==> config.mk <==
export PLATFORM = sky130hd
export DESIGN_NAME = cmf_top
export DESIGN_NICKNAME = d
export VERILOG_FILES = /design/src/cmf_top.v /design/src/cmf_mask_timer.v
export VERILOG_INCLUDE_DIRS = /design/src
export SDC_FILE = /design/constraint.sdc
export NUM_CORES = 1
export LEC_CHECK = 0
export ABC_AREA = 0
export CAP_MARGIN = 20
export CORE_UTILIZATION = 30
export DETAILED_ROUTE_END_ITERATION = 10
export DONT_BUFFER_PORTS = 1
export PLACE_DENSITY_LB_ADDON = 0.1
export SETUP_SLACK_MARGIN = 0.1
export SYNTH_ARGS = -nofsm -noshare
export SYNTH_HDL_FRONTEND = slang
export SYNTH_SLANG_ARGS = --single-unit
==> constraint.sdc <==
create_clock -name CLK -period 3.45 [get_ports CLK]
set_input_delay 0.69 -clock CLK [delete_from_list [all_inputs] [get_ports CLK]]
set_output_delay 0.69 -clock CLK [all_outputs]
set_load 0.1 [all_outputs]
==> src/cmf_consts.vh <==
// Purpose: constants for the comparator mask and fault control block
// Assumes: 32-bit register port, 125 MHz peripheral clock
// Notes: offsets are word-aligned byte addresses
// Summary of operation
// RULE_01: output invalid after settings change, bias-timed
// RULE_02: mode or analog write starts masking
// RULE_03: bias select 0 masks 8 clocks
// RULE_04: bias select 1 masks 128 clocks
// RULE_05: status bit 31 set while masking
// RULE_06: fault mode forwards match events to fault
// RULE_07: fault source combinational or resynchronized
// RULE_08: lock enable blocks protected register writes
// RULE_09: locked write sets flag, records source
// RULE_10: reading lock status clears violation flag
// RULE_11: only mode and analog registers protected
// RULE_12: write during masking restarts count
`ifndef CMF_CONSTS_VH
`define CMF_CONSTS_VH
// register offsets
`define CMF_OFS_MODE 8'h04
`define CMF_OFS_ISR 8'h30
`define CMF_OFS_ACR 8'h94
`define CMF_OFS_LOCK_MODE 8'hE4
`define CMF_OFS_LOCK_STAT 8'hE8
// mode register fields
`define CMF_MODE_EN_BIT 8
`define CMF_MODE_INV_BIT 12
`define CMF_MODE_FAULT_EN_BIT 13
`define CMF_MODE_FAULT_SRC_BIT 14
`define CMF_MODE_RESET 32'h0000_0000
// analog control fields
`define CMF_ACR_BIAS_BIT 0
`define CMF_ACR_RESET 32'h0000_0000
// status and lock fields
`define CMF_ISR_MASK_BIT 31
`define CMF_ISR_OUT_BIT 1
`define CMF_ISR_EDGE_BIT 0
`define CMF_LOCK_EN_BIT 0
`define CMF_LOCK_KEY 24'hA1C3F0
`define CMF_VIOL_SRC_LSB 8
// masking lengths in clock periods
`define CMF_MASK_SHORT 8'h08
`define CMF_MASK_LONG 8'h80
`endif

==> src/cmf_top.v <==
// Purpose: comparator control: masking, fault routing, write protection
// Assumes: CMP_OUT comes from the analog core, asynchronous to CLK
// Notes: read data appear the cycle after the read strobe
//
// The register addresses and the strobed register port are this design's own decisions.
`timescale 1ns/1ps
`include "cmf_consts.vh"
module cmf_top (
    input wire CLK,
    input wire RST_N,
    input wire [7:0] ADDR,
    input wire [31:0] WDATA,
    input wire WR,
    input wire RD,
    output reg [31:0] RDATA,
    input wire CMP_OUT,
    output wire CMP_ENABLE,
    output wire BIAS_CURRENT_SELECT,
    output wire FAULT_OUT
);
    reg [31:0] comparator_mode_reg_q;
    reg [31:0] analog_control_reg_q;
    reg write_lock_enable_q;
    reg write_violation_flag_q;
    reg [7:0] violation_source_q;
    reg sync1_q, sync2_q, prev_q, edge_q;
    wire hit_mode, hit_acr, hit_lock, protected_wr, wr_ok, masking, cmp_val, inv;
    // ------------------------------
    // address decode
    // ------------------------------
    function is_addr;
        input [7:0] a;
        input [7:0] ofs;
        begin
            is_addr = (a == ofs);
        end
    endfunction
    assign hit_mode = is_addr(ADDR, `CMF_OFS_MODE);
    assign hit_acr = is_addr(ADDR, `CMF_OFS_ACR);
    assign hit_lock = is_addr(ADDR, `CMF_OFS_LOCK_MODE);
    // RULE_11 protected set only
    assign protected_wr = WR & (hit_mode | hit_acr);
    // RULE_08 lock blocks writes
    assign wr_ok = protected_wr & ~write_lock_enable_q;
    // ------------------------------
    // configuration registers
    // ------------------------------
    always @(posedge CLK or negedge RST_N) begin
        if (!RST_N) begin
            comparator_mode_reg_q <= `CMF_MODE_RESET;
            analog_control_reg_q <= `CMF_ACR_RESET;
            write_lock_enable_q <= 1'b0;
        end else begin
            if (wr_ok && hit_mode) begin
                comparator_mode_reg_q <= WDATA;
            end
            if (wr_ok && hit_acr) begin
                analog_control_reg_q <= WDATA;
            end
            if (WR && hit_lock && WDATA[31:8] == `CMF_LOCK_KEY) begin
                write_lock_enable_q <= WDATA[`CMF_LOCK_EN_BIT];
            end
        end
    end
    // ------------------------------
    // violation tracking
    // ------------------------------
    always @(posedge CLK or negedge RST_N) begin
        if (!RST_N) begin
            write_violation_flag_q <= 1'b0;
            violation_source_q <= 8'h00;
        end else if (protected_wr && write_lock_enable_q) begin
            // RULE_09 flag and source, set beats clear
            write_violation_flag_q <= 1'b1;
            violation_source_q <= ADDR;
        end else if (RD && is_addr(ADDR, `CMF_OFS_LOCK_STAT)) begin
            // RULE_10 clear on status read
            write_violation_flag_q <= 1'b0;
        end
    end
    // ------------------------------
    // masking period
    // ------------------------------
    // RULE_02 any accepted mode or analog write starts it; lock register writes do not
    cmf_mask_timer u_mask (
        .clk(CLK),
        .rst_n(RST_N),
        .start(wr_ok),
        .bias_sel(wr_ok && hit_acr ? WDATA[`CMF_ACR_BIAS_BIT]
            : analog_control_reg_q[`CMF_ACR_BIAS_BIT]),
        .masking(masking)
    );
    // ------------------------------
    // comparator resync and event
    // ------------------------------
    assign inv = comparator_mode_reg_q[`CMF_MODE_INV_BIT];
    always @(posedge CLK or negedge RST_N) begin
        if (!RST_N) begin
            sync1_q <= 1'b0;
            sync2_q <= 1'b0;
            prev_q <= 1'b0;
            edge_q <= 1'b0;
        end else begin
            sync1_q <= CMP_OUT;
            sync2_q <= sync1_q;
            prev_q <= sync2_q;
            if (sync2_q != prev_q && !masking) begin
                edge_q <= 1'b1;
            end else if (RD && is_addr(ADDR, `CMF_OFS_ISR)) begin
                edge_q <= 1'b0;
            end
        end
    end
    assign cmp_val = sync2_q ^ inv;
    // RULE_06 fault mode output
    // RULE_07 combinational or resync
    assign FAULT_OUT = comparator_mode_reg_q[`CMF_MODE_FAULT_EN_BIT] &
        (comparator_mode_reg_q[`CMF_MODE_FAULT_SRC_BIT] ? cmp_val : (CMP_OUT ^ inv));
    assign CMP_ENABLE = comparator_mode_reg_q[`CMF_MODE_EN_BIT];
    assign BIAS_CURRENT_SELECT = analog_control_reg_q[`CMF_ACR_BIAS_BIT];
    // ------------------------------
    // read port
    // ------------------------------
    always @(posedge CLK or negedge RST_N) begin
        if (!RST_N) begin
            RDATA <= 32'h0000_0000;
        end else if (RD) begin
            if (hit_mode) begin
                RDATA <= comparator_mode_reg_q;
            end else if (hit_acr) begin
                RDATA <= analog_control_reg_q;
            end else if (is_addr(ADDR, `CMF_OFS_ISR)) begin
                // RULE_05 sign bit while masking
                RDATA <= {masking, 29'h0, cmp_val, edge_q};
            end else if (hit_lock) begin
                RDATA <= {31'h0, write_lock_enable_q};
            end else if (is_addr(ADDR, `CMF_OFS_LOCK_STAT)) begin
                RDATA <= {16'h0, violation_source_q, 7'h0, write_violation_flag_q};
            end else begin
                RDATA <= 32'h0000_0000;
            end
        end else begin
            RDATA <= 32'h0000_0000;
        end
    end
endmodule // cmf_top

==> src/cmf_mask_timer.v <==
// Purpose: masking period counter
// Assumes: start is a one-cycle pulse
// Notes: a start during a running period restarts it
`timescale 1ns/1ps
`include "cmf_consts.vh"
module cmf_mask_timer (
    input wire clk,
    input wire rst_n,
    input wire start,
    input wire bias_sel,
    output wire masking
);
    reg [7:0] cnt_q;
    // ------------------------------
    // countdown
    // ------------------------------
    always @(posedge clk or negedge rst_n) begin
        if (!rst_n) begin
            cnt_q <= 8'h00;
        end else if (start) begin
            // RULE_12 restart with new bias
            // RULE_03 RULE_04 bias length
            cnt_q <= bias_sel ? `CMF_MASK_LONG : `CMF_MASK_SHORT;
        end else if (cnt_q != 8'h00) begin
            cnt_q <= cnt_q - 8'h01;
        end
    end
    // RULE_01 output invalid window
    assign masking = (cnt_q != 8'h00);
endmodule // cmf_mask_timer

; ---- Word-level counts from Yosys, hierarchy flattened
; Cells that the tools add are included.
[classes]
mul = 0
bitwise = 7
add_sub_neg = 1
reduce_logical = 13
magnitude_cmp = 0
mux = 15
n_eq_ne = 7
div_mod_pow = 0
shifts = 0
[op_table]
columns = operator, count
row1 = $mux 32, 4
row2 = $mux 16, 2
row3 = $eq 24x24->1 const B, 1
row4 = $eq 8x8->1 const B, 3
row5 = $mux 8, 3
row6 = $eq 8x3->1 const B, 1
row7 = $eq 8x6->1 const B, 1
row8 = $logic_and 1x1->1, 8
row9 = $reduce_bool 8->1, 1
row10 = $sub 8x1->8 const B, 1
row11 = $mux 1, 6
row12 = $reduce_bool 2->1, 3
row13 = $and 1x1->1, 3
row14 = $xor 1x1->1, 2
row15 = $logic_not 1->1, 1
row16 = $ne 1x1->1, 1
row17 = $not 1->1, 1
row18 = $or 1x1->1, 1
[word_totals]
memories = 0
elab_cells = 54
latch_bits = 0
ramBits = 0
out_inout_bits = 35
inputBits = 45
ff_bits = 118
mem_bits_ro = 0

; ---- Logic depth before layout (Yosys ltp)
[logic_depth]
depth_word = 8
depth_mapped = 7
depth_no_buf = 6

; ---- By module
; A second synthesis with hierarchy kept.
[hier_totals]
hier_cells = 377
area_unflattened_um2 = 4957.3
[by_module_without_submodules]
columns = mod, seq_area_each_um2, area_each_um2, cells_per_inst, n_inst
row1 = cmf_top, 2752.6, 4466.8, 328, 1
row2 = cmf_mask_timer, 200.2, 490.5, 49, 1

; ---- Least setup slack after synthesis
; No wires, ideal clock.
[synth_path]
kind = input -> output
start = in CMP_OUT
end = out FAULT_OUT
t_arrival_ps = 1713
t_required_ps = 2760
path_buffers = 0
setup_slack_ps = 1047
path_stages = 3
path_cell_list = mux2i_1 xnor2_1 and2_1
[synth_between]
elab_chain_len = 3
[synth_rtl]
columns = item, line_no
row1 = from (decl), cmf_top.v:16  ; input wire CMP_OUT,
row2 = $xor 1x1->1, cmf_top.v:118  ; (comparator_mode_reg_q[`CMF_MODE_FAULT_SRC_BIT] ? cmp_val : (CMP_OUT ^ inv));
row3 = $mux 1, cmf_top.v:118
row4 = $and 1x1->1, cmf_top.v:117  ; assign FAULT_OUT = comparator_mode_reg_q[`CMF_MODE_FAULT_EN_BIT] &
row5 = to (decl), cmf_top.v:19  ; output wire FAULT_OUT
; No other way between the ends.

; ---- Final worst setup path
[layout_path]
start = reg sync2_q
end = out FAULT_OUT
[layout_between]
elab_chain_len = 3
[layout_rtl]
columns = item, line_no
row1 = from (decl), cmf_top.v:26  ; reg sync1_q, sync2_q, prev_q, edge_q;
row2 = from (signal assigned), cmf_top.v:105  ; sync2_q <= sync1_q;
row3 = $xor 1x1->1, cmf_top.v:114  ; assign cmp_val = sync2_q ^ inv;
row4 = $mux 1, cmf_top.v:118
row5 = $and 1x1->1, cmf_top.v:117
; No other way between the ends.

==> metrics.md <==
| Metric | Value |
|---|---|
| Final hold vios | 48 |
| Post-synthesis adder-cell area fraction | less than 1% |
| Net Count, Synth | 412 |
| Static Leakage | 0.002604 uW |
| Sequential area share after synthesis | 59.82% |
| DR vias | slightly below 3000 |
| Most frequent cell after synthesis | dfrtp_1 |
| Clock skew | 8.575 ps |
| H-tree depth | 4 |
| WL/cell | 19.95 um |
| I/O pin cnt | 80 |
| Endpoint class of the critical path | output pin |
| Routability congestion estimate from global placement | 0.7355 |
| Max_cap viols | 0 |
| Pwr dens | 610.1 nW/um2 |
| Initial drt markers | around 130 |
| Number of synthesized flops with an enable pin | 0 |
| Maximum fanout along the worst path | 4 |
| Final Power | 3497 uW |
| Residual DRC | 0 |
| Die Wd | 130.3 um |
| CP Launch Point | sync2_q |
| Clk sinks | 118 |
| # setup viols final | 0 |
| Critical Path Source Type | flop |
| Post-synthesis xor/xnor area fraction | 1.420% |
| Internal | 2685 uW |
| Mux contribution to synthesized area | between 15 and 20% |
| Final worst path period share | roughly 67% |
| Site row count | 46 |
| CP Cell Sequence | mux2i_1 -> xnor2_1 -> and2_1 -> buf_4 |
| Vias in the first global route | 3139 |
| Post-Syn Instances | approximately 370 |
| Post-synth cell types | 47 |
| TNS Setup | 0 ps |
| Area share of the largest cell type after synthesis | between 50% and 60% |
| Post-CTS Setup Repair Bufs | 0 |
| Fmax | 431.4 MHz |
| Grt total ovfl | 0 |
| Ys async rst share | 100.0% |
| Worst-Skew Late Latency | 420 ps |
| Main synth FF type | dfrtp_1 |
| Vias per inst | 4.854 |
| Clock-pin slew on the worst setup and hold paths | 60 ps |
| Die area | 16970 um2 |
| Die height | 130.3 um |
| Worst hold-check path type | primary input to async pin |
| Critical Path Max Stage Delay | 430 ps |
| Switching share of power | between 20% and 30% |
| Yosys warnings | 0 |
| R2r startpoint | u_mask.cnt_q[3] |
| Clock root cell | clkbuf_16 |
| Slew at the pin closest to its max-slew limit | 1037 ps |
| Crit path arrival time | between 1500 and 2000 ps |
| N_diodes | 0 |
| Failing checks | negative hold slack |
| Final net count | 421 |
| HPWL Detailed | 7.722 mm |
| Post-Syn Area | 4936 um2 |
| Placed insts | 572 |
| Cell at the slowest stage of the critical path | dfrtp_1 |
| Minimum clock period | 2318 ps |
| Area leader, netlist | dfrtp_1 |
| Final Max Slew Viols | 0 |
| Final Non-Filler Cells | 604 |
| Initial antenna violation count | 0 |
| First-pass GRT wire length | 18.95 mm |
| Share of cells above drive strength 1 | 28.87% |
| Post-Synth Simple-Gate Area | 11.56% |
| Max VDD drop | 0.0003334 V |
| #FFs+latches synth | 118 |
| Antenna viol nets, final | 0 |
| Sequential share of power | roughly 44% |
| CTS buffer count | 17 |
| Syn avg cell area | 13.49 um2 |
| All-layer global routing usage | 15.63% |
| Dominant cells by area after synthesis | dfrtp_1 (60%), mux2_2 (14%), a22oi_1 (4.4%) |
| Sw Pwr | just over 800 uW |
| Critical path class | flop to output pin |
| Area of the core | ~16000 um2 |
| Initial Util | 30.85% |
| Synth top cells by count | dfrtp_1 (118), mux2_2 (63), a22oi_1 (29), nor2b_1 (22), nor2_1 (14) |
| RSZ-0062 raised after global routing | no |
| Largest net degree at the start of global routing | around 120 |
| Clock Power Share | 49.5% |
| Compound-Gate Fraction of Synth Area | 8.695% |
| Final Routed Wirelength | roughly 12 mm |
| Area growth from synthesis to layout | 16.12% |
| Combinational power share | roughly 6.2% |
| Largest family of logic cells by synthesized area | multiplexers |
| Hold_ws | -26.96 ps |
| Status | finished with violations |
| Clock tree from TritonCTS | built |
| Req. time, crit path | 2760 ps |
| Max transition margin | 30.88% |
| PortBufs | 0 |
| Clk buf depth | 2 |
| DRT Pass-1 Iters | 4 |
## final timing paths
| check | end | slack (ps) | depth (start not counted) |
|---|---|---|---|
| hold reg to reg | sync2_q | 350 | 0 |
| hold / removal | u_mask.cnt_q[7] | -30 | 0 |
| min in group CLK | sync1_q | 300 | 0 |
| setup reg to reg | RDATA[31] | 1500 | 4 |
| setup / recovery | FAULT_OUT | 1130 | 4 |
| max in group asynchronous | analog_control_reg_q[8] | 3270 | 0 |
## metal layers
| layer | vias to the layer above | share of wire [%] | track usage [%] | routed length (um) |
|---|---|---|---|---|
| met1 | 1510 | 45 | 19.73 | 5429 |
| met4 | 0 | 0.85 | 5.198 | 102 |
| met3 | 11 | 5.9 | 5.986 | 708 |
| met5 | - | 0 | 0 | 0 |
| met2 | 62 | 48 | 24.50 | 5811 |
| li1 | 1349 | - | - | - |
## registers in the layout, summed over array words and instances, names as in the netlist
| signal | count |
|---|---|
| RDATA | 32 |
| u_mask.cnt_q | 8 |
| analog_control_reg_q | 32 |
| edge_q | 1 |
| comparator_mode_reg_q | 32 |
| write_lock_enable_q | 1 |
| sync2_q | 1 |
| write_violation_flag_q | 1 |
| sync1_q | 1 |
| prev_q | 1 |
| violation_source_q | 8 |
## cell families (layout without fill, tap and decap cells)
group	Yosys count	count (layout)
multiplexers	69	69
AND/OR/NAND/NOR	92	92
AO/OA/AOI/OAI	58	58
buffers and inverters	20	42
adder cells (fa/ha/maj)	1	1
XOR/XNOR	8	8
flip-flops	118	118
## timing repair
item,4_1_cts,5_1_grt
resized for setup,0,0
hold endpoints to repair,118,118
setup endpoints to repair,0,0
## cells in the final DEF, fill, tap and decap left out, drive strengths merged, types with 7 or more instances in the layout
master and n:
o21ai 7, a22oi 29, nand2 12, nor2 16, buf 8, nor2b 22
and2 12, clkinv 9, clkbuf 19, mux2 67, o2bb2ai 7, dfrtp 118
## through the flow
stage | instance area, um2 | setup WS (ps) | utilization [%] | hold WS (ps)
after floorplan | 4936 | 1047 | - | 331.2
after global placement | 5147 | 745.7 | 32.17 | 337.1
after detailed placement | 5147 | 704.7 | 32.17 | 338.7
after CTS | 5732 | 1091 | 35.82 | -46.63
after global routing | 5732 | 1003 | 35.82 | -51.27
final | 5732 | 1132 | 35.82 | -26.96
## cell type report
type,instances,area (um2)
Tap cell,216,270.3
Multi-Input combinational cell,228,1857
Inverter,2,7.507
Clock buffer,19,452.9
Fill cell,1607,10270
Clock inverter,13,131.4
Sequential cell,118,2953
Timing Repair Buffer,8,60.06
## power by group through the flow
stage          combinational, uW  sequential, uW  clock (uW)
6_report                     218            1550        1730
5_1_grt                      250            1560        1850
4_1_cts                      220            1550        1770
3_5_place_dp                 221            1570           0
3_3_place_gp                 213            1570           0
2_1_floorplan                192            1550           0
## worst max-delay path: cells and delay by family, from the launching register on
kind,cells,cell delay [ps]
multiplexers,1,200
buffers and inverters,1,290
flip-flops,1,430
AND/OR/NAND/NOR,1,160
XOR/XNOR,1,140
(Power assumes the default switching activity.)
